### config.mk
export PLATFORM = sky130hd
export DESIGN_NAME = adc_config_regs
export DESIGN_NICKNAME = d
export VERILOG_FILES = /design/src/adc_regs_pkg.sv /design/src/adc_config_regs.sv /design/src/tmr_cell.sv
export SDC_FILE = /design/constraint.sdc
export NUM_CORES = 1
export LEC_CHECK = 0
export ABC_AREA = 1
export BUFFER_PORTS_ARGS = -buffer_cell sky130_fd_sc_hd__buf_2
export CAP_MARGIN = 20
export CORE_MARGIN = 5
export CORE_UTILIZATION = 54
export CTS_CLUSTER_SIZE = 24
export DETAILED_ROUTE_END_ITERATION = 6
export GPL_TIMING_DRIVEN = 0
export MAX_ROUTING_LAYER = met4
export PLACE_DENSITY = 0.81
export SYNTH_ARGS = -nofsm -noshare
export SYNTH_HDL_FRONTEND = slang
export SYNTH_SLANG_ARGS = --single-unit
### constraint.sdc
create_clock -name clock -period 2.7 [get_ports clock]
set_clock_uncertainty 0.05 [all_clocks]
set_input_delay 0.675 -clock clock [delete_from_list [all_inputs] [get_ports clock]]
set_output_delay 0.675 -clock clock [all_outputs]
set_load 0.05 [all_outputs]
### src/adc_regs_pkg.sv
/*
  Constants, register map and carrier types for the converter's
  configuration register block.
  Assumes one synchronous clock domain and a serial configuration port.
*/
// Functional notes
// - Guard bit set masks sync pulses in synchronization mode.
// - Guard bit set blocks every configuration register change except writes to the guard register at 0x7F.
// - Each rising serial clock edge with chip select low refreshes all triplicated copies, clearing upsets.
// - Factory reference CRCs readable at 0x76 to 0x79.
// - Loading a calibration set computes its CRC per channel, read at 0x69/0x6A.
// - Interleave bit zero gives in-phase clocks, one opposite; default one.
// - Nine-bit offset trim, bits 8 to 0, at 0x23 and 0x42.
// - Offset trim resets to 0x100; 0x000 most positive, 0x1FF most negative.
// - Ten-bit gain trim at 0x21 and 0x40, reset 0x200.
// - Eight-bit phase trim in low bits at 0x22 and 0x41.
// - Phase trim resets to 0x80; 0x00 most negative, 0xFF most positive.
// - Fine delay offers 1024 codes of 10 fs, per channel.
// - Fine delay control at 0x20 for A, 0x3F for B.
// - Fine delay disabled while bit 12 is one, the default.
// - Trigger-enable zero selects synchronization mode; sync pulse resets timing.
// - Writing one to bit 0 at 0x7E loads the selected factory set.
package adc_regs_pkg;

  // ****************************************
  // Register offsets
  // ****************************************
  localparam logic [6:0] ADDR_CHIP_CONTROL = 7'h04;
  localparam logic [6:0] ADDR_DELAY_A = 7'h20;
  localparam logic [6:0] ADDR_GAIN_A = 7'h21;
  localparam logic [6:0] ADDR_PHASE_A = 7'h22;
  localparam logic [6:0] ADDR_OFFSET_A = 7'h23;
  localparam logic [6:0] ADDR_DELAY_B = 7'h3F;
  localparam logic [6:0] ADDR_GAIN_B = 7'h40;
  localparam logic [6:0] ADDR_PHASE_B = 7'h41;
  localparam logic [6:0] ADDR_OFFSET_B = 7'h42;
  localparam logic [6:0] ADDR_CRC_A = 7'h69;
  localparam logic [6:0] ADDR_CRC_B = 7'h6A;
  localparam logic [6:0] ADDR_REF_A_HOT = 7'h76;
  localparam logic [6:0] ADDR_REF_A_COLD = 7'h77;
  localparam logic [6:0] ADDR_REF_B_HOT = 7'h78;
  localparam logic [6:0] ADDR_REF_B_COLD = 7'h79;
  localparam logic [6:0] ADDR_LOAD_CAL = 7'h7E;
  localparam logic [6:0] ADDR_GUARD = 7'h7F;

  // ****************************************
  // Field positions
  // ****************************************
  localparam int BIT_INTERLEAVE = 0;
  localparam int BIT_CAL_SELECT = 3;
  localparam int BIT_TRIGGER_ENABLE = 7;
  localparam int BIT_FULL_SWING = 8;
  localparam int BIT_DELAY_DISABLE = 12;
  localparam int BIT_LOAD_CAL = 0;
  localparam int BIT_GUARD = 0;

  // ****************************************
  // Reset values and masks
  // ****************************************
  localparam logic [15:0] RESET_CHIP_CONTROL = 16'h0001;
  localparam logic [15:0] RESET_DELAY = 16'h1000;
  localparam logic [15:0] RESET_GAIN = 16'h0200;
  localparam logic [15:0] RESET_PHASE = 16'h0080;
  localparam logic [15:0] RESET_OFFSET = 16'h0100;
  localparam logic [15:0] RESET_GUARD = 16'h0000;
  localparam logic [15:0] MASK_CHIP_CONTROL = 16'h0189;
  localparam logic [15:0] MASK_DELAY = 16'h13FF;
  localparam logic [15:0] MASK_GAIN = 16'h03FF;
  localparam logic [15:0] MASK_PHASE = 16'h00FF;
  localparam logic [15:0] MASK_OFFSET = 16'h01FF;
  localparam logic [15:0] MASK_GUARD = 16'h0001;
  localparam logic [15:0] CRC_INIT = 16'hFFFF;
  localparam logic [15:0] CRC_POLY = 16'h1021;

  // ****************************************
  // Writable register table
  // ****************************************
  localparam int NUM_RW = 10;
  localparam int IDX_CHIP = 0;
  localparam int IDX_DELAY_A = 1;
  localparam int IDX_GAIN_A = 2;
  localparam int IDX_PHASE_A = 3;
  localparam int IDX_OFFSET_A = 4;
  localparam int IDX_DELAY_B = 5;
  localparam int IDX_GAIN_B = 6;
  localparam int IDX_PHASE_B = 7;
  localparam int IDX_OFFSET_B = 8;
  localparam int IDX_GUARD = 9;
  localparam logic [6:0] RW_ADDR [NUM_RW] = '{ADDR_CHIP_CONTROL, ADDR_DELAY_A, ADDR_GAIN_A,
    ADDR_PHASE_A, ADDR_OFFSET_A, ADDR_DELAY_B, ADDR_GAIN_B, ADDR_PHASE_B, ADDR_OFFSET_B,
    ADDR_GUARD};
  localparam logic [15:0] RW_RESET [NUM_RW] = '{RESET_CHIP_CONTROL, RESET_DELAY, RESET_GAIN,
    RESET_PHASE, RESET_OFFSET, RESET_DELAY, RESET_GAIN, RESET_PHASE, RESET_OFFSET, RESET_GUARD};
  localparam logic [15:0] RW_MASK [NUM_RW] = '{MASK_CHIP_CONTROL, MASK_DELAY, MASK_GAIN,
    MASK_PHASE, MASK_OFFSET, MASK_DELAY, MASK_GAIN, MASK_PHASE, MASK_OFFSET, MASK_GUARD};

  // ****************************************
  // Carrier types
  // ****************************************
  typedef struct packed {
    logic [9:0] gain;
    logic [7:0] phase;
    logic [8:0] offset;
    logic [15:0] ref_crc;
  } factory_set_t;

  typedef struct packed {
    logic delay_disable;
    logic [9:0] delay_value;
    logic [9:0] gain;
    logic [7:0] phase;
    logic [8:0] offset;
  } channel_trim_t;

endpackage

### src/adc_config_regs.sv
/*
  Configuration register block: serial port slave, triplicated registers,
  radiation guard, calibration load with CRC, and sync pulse gating.
  Assumes all inputs synchronous to clock; serial clock sampled as data.
*/
module adc_config_regs #(
  parameter int ADDR_W = 7
) (
  // Clock and reset
  input wire logic clock,
  input wire logic reset_n,
  // Serial configuration port
  input wire logic serial_clk,
  input wire logic serial_cs_n,
  input wire logic serial_mosi,
  output logic serial_miso,
  output logic serial_miso_oe,
  // Factory calibration storage: a_hot, a_cold, b_hot, b_cold
  input wire adc_regs_pkg::factory_set_t [3:0] factory_cal,
  // Sync input and timing reset
  input wire logic sync_trigger_input,
  output logic timing_reset,
  // Core controls
  output adc_regs_pkg::channel_trim_t trim_a,
  output adc_regs_pkg::channel_trim_t trim_b,
  output logic clock_interleave_bit,
  output logic cal_select,
  output logic trigger_enable_bit,
  output logic sync_out_full_swing,
  output logic radiation_guard_bit
);

  if (ADDR_W != 7) begin : g_check
    $error("ADDR_W must be 7");
  end

  // ****************************************
  // Serial port
  // ****************************************
  logic sclk_prev_reg, sclk_prev_next;
  logic [4:0] bit_cnt_reg, bit_cnt_next;
  logic [22:0] shift_in_reg, shift_in_next;
  logic [15:0] shift_out_reg, shift_out_next;
  logic is_read_reg, is_read_next;
  logic [6:0] addr_reg, addr_next;
  logic sclk_rise, sclk_fall;
  logic [7:0] header;
  logic [15:0] wdata;
  logic frame_write;
  logic wr_strobe;
  logic load_strobe;
  logic [15:0] rw_value [adc_regs_pkg::NUM_RW];

  assign sclk_rise = serial_clk && !sclk_prev_reg && !serial_cs_n;
  assign sclk_fall = !serial_clk && sclk_prev_reg && !serial_cs_n;
  assign header = {shift_in_reg[6:0], serial_mosi};
  assign wdata = {shift_in_reg[14:0], serial_mosi};
  assign frame_write = sclk_rise && (bit_cnt_reg == 5'h17) && !is_read_reg;
  // Guard register itself stays writable so software can clear it
  assign wr_strobe = frame_write && (!radiation_guard_bit ||
    addr_reg == adc_regs_pkg::ADDR_GUARD);
  assign load_strobe = frame_write && !radiation_guard_bit &&
    addr_reg == adc_regs_pkg::ADDR_LOAD_CAL && wdata[adc_regs_pkg::BIT_LOAD_CAL];

  always_comb begin
    sclk_prev_next = serial_clk;
    bit_cnt_next = bit_cnt_reg;
    shift_in_next = shift_in_reg;
    shift_out_next = shift_out_reg;
    is_read_next = is_read_reg;
    addr_next = addr_reg;
    if (serial_cs_n) begin
      bit_cnt_next = 5'h00;
      shift_out_next = 16'h0000;
    end else if (sclk_rise) begin
      shift_in_next = {shift_in_reg[21:0], serial_mosi};
      if (bit_cnt_reg != 5'h18) begin
        bit_cnt_next = bit_cnt_reg + 5'h01;
      end
      if (bit_cnt_reg == 5'h07) begin
        is_read_next = header[7];
        addr_next = header[6:0];
        shift_out_next = rdata_of(header[6:0]);
      end
    end else if (sclk_fall && bit_cnt_reg > 5'h08) begin
      shift_out_next = {shift_out_reg[14:0], 1'b0};
    end
  end

  always_ff @(posedge clock) begin
    if (!reset_n) begin
      sclk_prev_reg <= 1'b0;
      bit_cnt_reg <= 5'h00;
      shift_in_reg <= 23'h000000;
      shift_out_reg <= 16'h0000;
      is_read_reg <= 1'b0;
      addr_reg <= 7'h00;
    end else begin
      sclk_prev_reg <= sclk_prev_next;
      bit_cnt_reg <= bit_cnt_next;
      shift_in_reg <= shift_in_next;
      shift_out_reg <= shift_out_next;
      is_read_reg <= is_read_next;
      addr_reg <= addr_next;
    end
  end

  assign serial_miso = shift_out_reg[15];
  assign serial_miso_oe = !serial_cs_n;

  // ****************************************
  // Read decode
  // ****************************************
  logic [15:0] crc_a_reg, crc_a_next;
  logic [15:0] crc_b_reg, crc_b_next;

  function automatic logic [15:0] rdata_of(input logic [6:0] a);
    logic [15:0] r;
    r = 16'h0000;
    for (int i = 0; i < adc_regs_pkg::NUM_RW; i++) begin
      if (a == adc_regs_pkg::RW_ADDR[i]) begin
        r = rw_value[i];
      end
    end
    case (a)
      adc_regs_pkg::ADDR_CRC_A: r = crc_a_reg;
      adc_regs_pkg::ADDR_CRC_B: r = crc_b_reg;
      adc_regs_pkg::ADDR_REF_A_HOT: r = factory_cal[0].ref_crc;
      adc_regs_pkg::ADDR_REF_A_COLD: r = factory_cal[1].ref_crc;
      adc_regs_pkg::ADDR_REF_B_HOT: r = factory_cal[2].ref_crc;
      adc_regs_pkg::ADDR_REF_B_COLD: r = factory_cal[3].ref_crc;
      default: r = r;
    endcase
    return r;
  endfunction

  // ****************************************
  // Triplicated registers
  // ****************************************
  adc_regs_pkg::factory_set_t set_a, set_b;
  logic [15:0] load_word [adc_regs_pkg::NUM_RW];
  logic load_hit [adc_regs_pkg::NUM_RW];

  assign set_a = factory_cal[{1'b0, cal_select}];
  assign set_b = factory_cal[{1'b1, cal_select}];

  always_comb begin
    for (int i = 0; i < adc_regs_pkg::NUM_RW; i++) begin
      load_word[i] = wdata & adc_regs_pkg::RW_MASK[i];
      load_hit[i] = wr_strobe && addr_reg == adc_regs_pkg::RW_ADDR[i];
    end
    if (load_strobe) begin
      load_word[adc_regs_pkg::IDX_GAIN_A] = {6'h00, set_a.gain};
      load_word[adc_regs_pkg::IDX_PHASE_A] = {8'h00, set_a.phase};
      load_word[adc_regs_pkg::IDX_OFFSET_A] = {7'h00, set_a.offset};
      load_word[adc_regs_pkg::IDX_GAIN_B] = {6'h00, set_b.gain};
      load_word[adc_regs_pkg::IDX_PHASE_B] = {8'h00, set_b.phase};
      load_word[adc_regs_pkg::IDX_OFFSET_B] = {7'h00, set_b.offset};
      load_hit[adc_regs_pkg::IDX_GAIN_A] = 1'b1;
      load_hit[adc_regs_pkg::IDX_PHASE_A] = 1'b1;
      load_hit[adc_regs_pkg::IDX_OFFSET_A] = 1'b1;
      load_hit[adc_regs_pkg::IDX_GAIN_B] = 1'b1;
      load_hit[adc_regs_pkg::IDX_PHASE_B] = 1'b1;
      load_hit[adc_regs_pkg::IDX_OFFSET_B] = 1'b1;
    end
  end

  for (genvar g = 0; g < adc_regs_pkg::NUM_RW; g++) begin : g_reg
    tmr_cell #(
      .WIDTH(16),
      .RESET_VALUE(adc_regs_pkg::RW_RESET[g])
    ) u_cell (
      .clock(clock),
      .reset_n(reset_n),
      .load(load_hit[g]),
      .load_value(load_word[g]),
      .refresh(sclk_rise),
      .value(rw_value[g])
    );
  end

  // ****************************************
  // Field outputs
  // ****************************************
  assign clock_interleave_bit = rw_value[adc_regs_pkg::IDX_CHIP][adc_regs_pkg::BIT_INTERLEAVE];
  assign cal_select = rw_value[adc_regs_pkg::IDX_CHIP][adc_regs_pkg::BIT_CAL_SELECT];
  assign trigger_enable_bit = rw_value[adc_regs_pkg::IDX_CHIP][adc_regs_pkg::BIT_TRIGGER_ENABLE];
  assign sync_out_full_swing = rw_value[adc_regs_pkg::IDX_CHIP][adc_regs_pkg::BIT_FULL_SWING];
  assign radiation_guard_bit = rw_value[adc_regs_pkg::IDX_GUARD][adc_regs_pkg::BIT_GUARD];

  always_comb begin
    trim_a.delay_disable = rw_value[adc_regs_pkg::IDX_DELAY_A][adc_regs_pkg::BIT_DELAY_DISABLE];
    trim_a.delay_value = rw_value[adc_regs_pkg::IDX_DELAY_A][9:0];
    trim_a.gain = rw_value[adc_regs_pkg::IDX_GAIN_A][9:0];
    trim_a.phase = rw_value[adc_regs_pkg::IDX_PHASE_A][7:0];
    trim_a.offset = rw_value[adc_regs_pkg::IDX_OFFSET_A][8:0];
    trim_b.delay_disable = rw_value[adc_regs_pkg::IDX_DELAY_B][adc_regs_pkg::BIT_DELAY_DISABLE];
    trim_b.delay_value = rw_value[adc_regs_pkg::IDX_DELAY_B][9:0];
    trim_b.gain = rw_value[adc_regs_pkg::IDX_GAIN_B][9:0];
    trim_b.phase = rw_value[adc_regs_pkg::IDX_PHASE_B][7:0];
    trim_b.offset = rw_value[adc_regs_pkg::IDX_OFFSET_B][8:0];
  end

  // ****************************************
  // Calibration CRC and sync gating
  // ****************************************
  logic timing_reset_reg, timing_reset_next;

  function automatic logic [15:0] crc_of(input adc_regs_pkg::factory_set_t s);
    logic [26:0] d;
    logic [15:0] c;
    d = {s.gain, s.phase, s.offset};
    c = adc_regs_pkg::CRC_INIT;
    for (int i = 26; i >= 0; i--) begin
      c = c[15] ^ d[i] ? {c[14:0], 1'b0} ^ adc_regs_pkg::CRC_POLY : {c[14:0], 1'b0};
    end
    return c;
  endfunction

  always_comb begin
    crc_a_next = load_strobe ? crc_of(set_a) : crc_a_reg;
    crc_b_next = load_strobe ? crc_of(set_b) : crc_b_reg;
    timing_reset_next = sync_trigger_input && !trigger_enable_bit &&
      !radiation_guard_bit;
  end

  always_ff @(posedge clock) begin
    if (!reset_n) begin
      crc_a_reg <= 16'h0000;
      crc_b_reg <= 16'h0000;
      timing_reset_reg <= 1'b0;
    end else begin
      crc_a_reg <= crc_a_next;
      crc_b_reg <= crc_b_next;
      timing_reset_reg <= timing_reset_next;
    end
  end

  assign timing_reset = timing_reset_reg;

  // ****************************************
  // Checks
  // ****************************************
  guard_blocks_sync_a: assert property (@(posedge clock) disable iff (!reset_n)
    (radiation_guard_bit && sync_trigger_input) |=> !timing_reset)
    else $error("sync passed while guarded");

  sync_resets_timing_a: assert property (@(posedge clock) disable iff (!reset_n)
    (!radiation_guard_bit && !trigger_enable_bit && sync_trigger_input) |=> timing_reset)
    else $error("sync pulse lost in sync mode");

  guard_freezes_regs_a: assert property (@(posedge clock) disable iff (!reset_n)
    (radiation_guard_bit && frame_write && addr_reg != adc_regs_pkg::ADDR_GUARD)
    |=> $stable(trim_a) && $stable(trim_b) && $stable(clock_interleave_bit))
    else $error("register changed while guarded");

  reset_defaults_a: assert property (@(posedge clock)
    $rose(reset_n) |-> trim_a.offset == 9'h100 && trim_b.gain == 10'h200 &&
    trim_a.phase == 8'h80 && trim_b.delay_disable && clock_interleave_bit &&
    !radiation_guard_bit)
    else $error("wrong reset defaults");

  crc_read_only_a: assert property (@(posedge clock) disable iff (!reset_n)
    (wr_strobe && (addr_reg == adc_regs_pkg::ADDR_CRC_A)) |=> $stable(crc_a_reg))
    else $error("computed CRC overwritten");

  cal_load_copy_a: assert property (@(posedge clock) disable iff (!reset_n)
    load_strobe |=> trim_a.gain == $past(set_a.gain) && trim_b.offset == $past(set_b.offset)
    && crc_a_reg == $past(crc_of(set_a)))
    else $error("calibration set not loaded");

  interleave_write_a: assert property (@(posedge clock) disable iff (!reset_n)
    (wr_strobe && addr_reg == adc_regs_pkg::ADDR_CHIP_CONTROL)
    |=> clock_interleave_bit == $past(wdata[0]))
    else $error("interleave bit not written");

  guard_clear_a: assert property (@(posedge clock) disable iff (!reset_n)
    (frame_write && addr_reg == adc_regs_pkg::ADDR_GUARD)
    |=> radiation_guard_bit == $past(wdata[0]))
    else $error("guard bit write lost");

  offset_write_a: assert property (@(posedge clock) disable iff (!reset_n)
    (wr_strobe && addr_reg == adc_regs_pkg::ADDR_OFFSET_A)
    |=> trim_a.offset == $past(wdata[8:0]))
    else $error("offset trim not written");

  gain_write_a: assert property (@(posedge clock) disable iff (!reset_n)
    (wr_strobe && addr_reg == adc_regs_pkg::ADDR_GAIN_B)
    |=> trim_b.gain == $past(wdata[9:0]))
    else $error("gain trim not written");

  phase_write_a: assert property (@(posedge clock) disable iff (!reset_n)
    (wr_strobe && addr_reg == adc_regs_pkg::ADDR_PHASE_B)
    |=> trim_b.phase == $past(wdata[7:0]))
    else $error("phase trim not written");

  delay_write_a: assert property (@(posedge clock) disable iff (!reset_n)
    (wr_strobe && addr_reg == adc_regs_pkg::ADDR_DELAY_A)
    |=> trim_a.delay_disable == $past(wdata[12]) && trim_a.delay_value == $past(wdata[9:0]))
    else $error("fine delay not written");

  crc_readout_a: assert property (@(posedge clock) disable iff (!reset_n)
    (sclk_rise && bit_cnt_reg == 5'h07 && header == {1'b1, adc_regs_pkg::ADDR_CRC_B})
    |=> shift_out_reg == $past(crc_b_reg))
    else $error("computed CRC not read out");

endmodule // adc_config_regs

### src/tmr_cell.sv
/*
  Triplicated configuration register with bitwise majority vote.
  Assumes load and refresh are single-cycle strobes of the same clock.
*/
module tmr_cell #(
  parameter int WIDTH = 16,
  parameter logic [WIDTH-1:0] RESET_VALUE = '0
) (
  // Clock and reset
  input wire logic clock,
  input wire logic reset_n,
  // Control
  input wire logic load,
  input wire logic [WIDTH-1:0] load_value,
  input wire logic refresh,
  // Voted value
  output logic [WIDTH-1:0] value
);

  logic [WIDTH-1:0] copy_reg [3];
  logic [WIDTH-1:0] copy_next [3];

  if (WIDTH < 1) begin : g_check
    $error("WIDTH must be at least 1");
  end

  // ****************************************
  // Vote and refresh
  // ****************************************
  assign value = (copy_reg[0] & copy_reg[1]) | (copy_reg[1] & copy_reg[2]) |
    (copy_reg[0] & copy_reg[2]);

  always_comb begin
    for (int i = 0; i < 3; i++) begin
      if (load) begin
        copy_next[i] = load_value;
      end else if (refresh) begin
        copy_next[i] = value;
      end else begin
        copy_next[i] = copy_reg[i];
      end
    end
  end

  always_ff @(posedge clock) begin
    for (int i = 0; i < 3; i++) begin
      if (!reset_n) begin
        copy_reg[i] <= RESET_VALUE;
      end else begin
        copy_reg[i] <= copy_next[i];
      end
    end
  end

  refresh_heal_a: assert property (@(posedge clock) disable iff (!reset_n)
    (refresh && !load) |=> (copy_reg[0] == copy_reg[1]) && (copy_reg[1] == copy_reg[2]))
    else $error("refresh left copies unequal");

endmodule // tmr_cell

; Word level (Yosys, flattened, before mapping)
; Memory sizes are Yosys's and may differ from the RTL's.
; Cells that the tools add are included.
[totals]
wordCells = 444
mem_count = 10
input_bits = 178
register_bits = 75
ramBits = 480
[mem_list]
columns = name, words, width, read_ports, rd_clocked_by_memory_dff, write_ports, line
row1 = g_reg[0].u_cell.copy_reg, 3, 16, 3, 0, 3, tmr_cell.sv:20  ; logic [WIDTH-1:0] copy_reg [3];
row2 = g_reg[1].u_cell.copy_reg, 3, 16, 3, 0, 3, tmr_cell.sv:20
row3 = g_reg[2].u_cell.copy_reg, 3, 16, 3, 0, 3, tmr_cell.sv:20
row4 = g_reg[3].u_cell.copy_reg, 3, 16, 3, 0, 3, tmr_cell.sv:20
row5 = g_reg[4].u_cell.copy_reg, 3, 16, 3, 0, 3, tmr_cell.sv:20
row6 = g_reg[5].u_cell.copy_reg, 3, 16, 3, 0, 3, tmr_cell.sv:20
row7 = 4 more memories, -, -, -, -, -, -
[op_classes]
n_eq_ne = 31
n_addsub = 1
n_bitwise = 186
order_cmp = 3
n_reduce_logical = 36
muxes = 168
[ops]
columns = cell, count
row1 = 2-to-1 mux 16 bit, 103
row2 = 2-to-1 mux 13 bit, 54
row3 = bitwise AND 16 bit, 30
row4 = OR 16 bit, 20
row5 = 2-to-1 mux 43 bit, 4
row6 = NOT 3 bit, 52
row7 = "== test 7 bit, second input constant", 15
row8 = one-hot mux 16 bit (6 select lines), 1
row9 = 2-to-1 mux 42 bit, 2
row10 = "== test 7 x 6 -> 1 bit, second input constant", 10
row11 = bitwise XOR 1 bit, 46
row12 = OR 1 bit, 30
row13 = logical AND 1 bit, 23
row14 = "== test 7 x 3 -> 1 bit, second input constant", 2
row15 = logical NOT 1 bit, 6
row16 = 2-to-1 mux 3 bit, 2
row17 = AND reduction 2 bit, 3
row18 = "bitwise XOR 1 bit, first input constant", 6
row19 = "adder 5 x 1 -> 5 bit, second input constant", 1
row20 = "== test 5 x 3 -> 1 bit, second input constant", 1
row21 = "== test 5 bit, second input constant", 1
row22 = "> comparator 5 x 4 -> 1 bit, second input constant", 1
row23 = "inequality test 5 bit, second input constant", 1
row24 = "< comparator 1 x 3 -> 1 bit, second input constant", 1
row25 = other kinds (8), 10

; Logic depth before layout (Yosys ltp)
; An unclocked memory read counts as a cell.
[logic_depth]
depth_word = 59
depth_mapped = 23
ltp_nobuf = 21

; Cells and area by module
; Synthesis repeated with hierarchy kept, for this count alone.
[unflattened]
hier_cells = 2613
area_unflattened_um2 = 15179.6
[by_module_without_submodules]
columns = mod, n_inst, area_each_um2, seq_area_each_um2, cells_per_inst
row1 = adc_config_regs, 1, 8443.1, 1501.4, 1612
row2 = tmr_cell (g_reg[0].u_cell ...), 9, 673.1, 320.3, 100
row3 = tmr_cell (g_reg[9].u_cell), 1, 678.2, 320.3, 101

; Least setup slack after synthesis
; No wires, ideal clock.
[synth_timing]
path_type = input to register
from = input serial_cs_n
to = memory g_reg[8].u_cell.copy_reg[1][2]
t_arrival_ns = 2.527
stages = 11
setup_slack_ns = -0.004
required_time_ns = 2.522
n_path_buf = 1
cell_sequence = inv_1 -> nand2_1 -> inv_2 -> nand3_1 -> nor3_1 -> nand2_1 -> clkbuf_1 -> nand2_1 -> inv_1 -> a221oi_1 -> nor2_1
[synth_lines]
columns = element, line
row1 = "start, declared", adc_config_regs.sv:14  ; input wire logic serial_cs_n,
row2 = "end, declared", tmr_cell.sv:20

; Worst setup path after layout
[layout_timing]
from = input serial_mosi
to = register shift_out_reg[2]
[layout_between]
elab_chain_cells = 14
elab_cells_between_ends = 29
classes_between = eq/ne (16) / mux (13)
[layout_rtl]
columns = element, line
row1 = "start, declared", adc_config_regs.sv:15  ; input wire logic serial_mosi,
row2 = == test 7 x 3 -> 1 bit, adc_config_regs.sv:121  ; if (a == adc_regs_pkg::RW_ADDR[i]) begin
row3 = 2-to-1 mux 16 bit (10 in a row), adc_config_regs.sv:121
row4 = one-hot mux 16 bit (6 select lines) *, adc_config_regs.sv:125  ; case (a)
row5 = 2-to-1 mux 16 bit *, adc_config_regs.sv:80  ; if (bit_cnt_reg == 5'h07) begin
row6 = 2-to-1 mux 16 bit *, adc_config_regs.sv:75  ; end else if (sclk_rise) begin
row7 = "end signal, assigned", adc_config_regs.sv:102  ; shift_out_reg <= shift_out_next;
row8 = "end, declared", adc_config_regs.sv:43  ; logic [15:0] shift_out_reg, shift_out_next;
; Every way passes the cells marked *; elsewhere a longest branch is shown, timed or not. The select of a mux whose other input is x is not followed.
; A chain may end at the register's enable or synchronous reset.

==> results.md <==
- Post-synth ARST share: 0
- Max_cap viols: 0
- Min cycle time layout: 2.67 ns
- Synth Flop Type: dfxtp_1
- Cell with the most instances after synthesis: nand2_1
- Fin. Hold Viols: 0
- Via count: 12.8k
- Clock slew at reported path FFs: 0.06 ns
- Netlist cell types: 43
- Total gr overflow: 0
- Antenna viol nets, final: 0
- Yosys reg bits: 156
- Met1 usage: 0.486
- Core ar.: 18,800 um2
- Startpoint Class: input port
- DRC Markers: 0
- Synth top cells by count: nand2_1 (517), inv_1 (205), o21ai_0 (175)
- Layout cell share with drive strength beyond 1: 0.234
- Worst vdd ir: 0.441 mV
- Sum of negative setup slack: 0 ns
- RSZ-0062 raised after global routing: yes
- Met3 Track Usage GR: 0.0725
- Number of buffers created by CTS: 17
- PortBufs: 260
- Dpl hpwl: 34.7 mm
- Outcome: complete, no violations
- # diodes: 0
- Layout area overhead: 25.4%
- Layout Nets: 2,142
- GRT Max-Usage Layer: met2
- Die area: 22,000 um2
- Via/cell ratio: 5.81
- Routability congestion estimate from global placement: 1.05
- 1st-iter DRT viols: 1,422
- Vias in the first global route: 11.5k
- Number of antenna violations at the first check in global routing: 0
- Least-Margin Pin Slew: 0.865 ns
- Place WS: -0.834 ns
- Layout fillers: 1,768
- Area of the multi-input gates: 6430 um2
- Synthesized Nets: 1,856
- Worst-Skew Late Latency: 0.44 ns
- IO Pins: 262
- Slew headroom: 0.417
- CTS tree: yes
- Die Width: 148 um
- Hold WS: 0.387 ns
- Area leader, netlist: dfxtp_1
- Initial Util: 0.550
- Final slew viol count: 0
- CTS Buffer Depth: 2
- Post-synth EDFFs: 0
- Met2 Resource Use GR: 0.599
- Setup Crit Path Kind: input port to register
- Pin count of the biggest net entering global routing: 17
- CP Data Required Time: 2.96 ns
- Synth area leaders: dfxtp_1 (30%), nand2_1 (19%), o21ai_0 (8.5%), inv_1 (7.5%), nand3_1 (6.3%)
- Cts hold-fix bufs: 0
- Root Driver: clkbuf_16
- Synthesized instance count: 1,676
- Post-Synthesis Cell Area: 10,300 um2
- Avg Inst Size Synth: 6.16 um2
- P per Cell Area: 466 nW/um2
- Max reg flops: 81
- Fin worst setup slack: 0.0300 ns
- Leakage power: 6.35 nW
- Post-synthesis sequential area ratio: 0.302
- H-tree levels: 4
- Peak Freq: 375 MHz
- Die height: 148 um
- CP max FO: 10
- FP Rows: 50
- Crit. End Element: register
- # clock sinks: 156
- Hold WC Path Type: input port to register
- Final setup fails: 0
- Routed WL: 43.1 mm
- Post-DR wirelength/cell: 19.5 um
- Top cell type's share of synthesized area: 0.302
- First-pass GRT wire length: 63.6 mm
- Syn. warnings: 0
- GRT Total Usage: 0.385
- FF+latch area: 3130 um2
- CP arrival: 2.93 ns
- Period Utilization, post-route: 0.989
- Pre-antenna DRT Iters: 7
[critical path: stages]
cell and delay [ns]:
buf_2 0.13, inv_1 0.20, nand2_1 0.23, nor2_2 0.22
nand2_1 0.16, clkbuf_2 0.21, o21ai_0 0.34, o2111ai_1 0.22
o21ai_0 0.26, nand2_1 0.08, nand2_1 0.10, a31oi_1 0.08
[per-stage QoR]
| step | util | instance area [um2] | power, W | instances |
|---|---|---|---|---|
| floorplan | - | 10300 | 0.00326 | 1676 |
| global placement | 0.635 | 11900 | 0.00366 | 2170 |
| detailed placement | 0.635 | 11900 | 0.00368 | 2170 |
| CTS | 0.667 | 12500 | 0.00587 | 2201 |
| global route | 0.690 | 13000 | 0.00626 | 2208 |
| finish | 0.690 | 13000 | 0.00603 | 2208 |
[path summary, 6_finish.rpt]
path                                                        to                      startpoint  cells past startpoint  slack, ns
worst max register to register                   crc_a_reg[10]  g_reg[0].u_cell.copy_reg[0][3]                     13       0.07
worst min-delay path                             sclk_prev_reg                      serial_clk                      3       0.39
worst max-delay path                          shift_out_reg[2]                     serial_mosi                     12       0.03
worst min register to register  g_reg[3].u_cell.copy_reg[2][4]  g_reg[3].u_cell.copy_reg[2][4]                      2       0.43
[repair_timing]
item	in CTS	in global routing
buffers inserted	0	9
pin swaps	0	9
cloned	0	0
endpoints found under the hold margin	0	0
setup endpoints to repair	90	117
gates resized for setup	25	111
[kinds of logic after synthesis]
kind of cell | after synthesis | synth area share
and+or+nand+nor | 785 | 0.321
muxes | 4 | 0.00388
DFF | 156 | 0.302
xor gates and xnor gates | 48 | 0.0443
adders and majority gates | 2 | 0.00242
AOI/OAI and AO/OA | 400 | 0.218
buffers and inverters | 281 | 0.108
[power breakdown]
| part | total, W | switching (W) | internal [W] |
|---|---|---|---|
| registers | 0.00233 | 0.0000164 | 0.00231 |
| logic | 0.00146 | 0.000949 | 0.000506 |
| clock network | 0.00225 | 0.00100 | 0.00125 |
[layer usage]
metal	vias up	part of all wire	wire (um)
met5	-	0	0
met4	0	0.053	2310
met3	186	0.12	5120
met2	820	0.45	19300
met1	5753	0.38	16400
li1	6076	-	-
[area by class of cell]
class                   count  share of cell area
plain buffers              70              0.0290
flip-flops and latches    156               0.241
clock buffers              20              0.0360
clock inverters            11             0.00666
well taps                 234              0.0226
repair buffers            269               0.106
multi-input cells        1239               0.496
inverters                 209              0.0621
[layout by cell type (no fill, tap or decap), types with 7 or more instances in the layout]
master and instances:
buf_4 11, o21ai_0 165, a221oi_1 13, xnor2_1 12
nand3b_1 9, nand4_1 16, nor3_1 14, or2_2 10
nand2_2 59, clkbuf_1 36, o21ai_1 8, xor2_1 24
clkbuf_2 12, nand2_1 485, inv_1 201, nand3_1 125
dfxtp_1 154, o2111ai_1 17, buf_2 266, o21ai_2 16
buf_6 7, a21oi_1 129, o211ai_1 16, clkbuf_16 17
clkinvlp_4 8, nor2_1 46
Power figures use the tool's default switching activity.
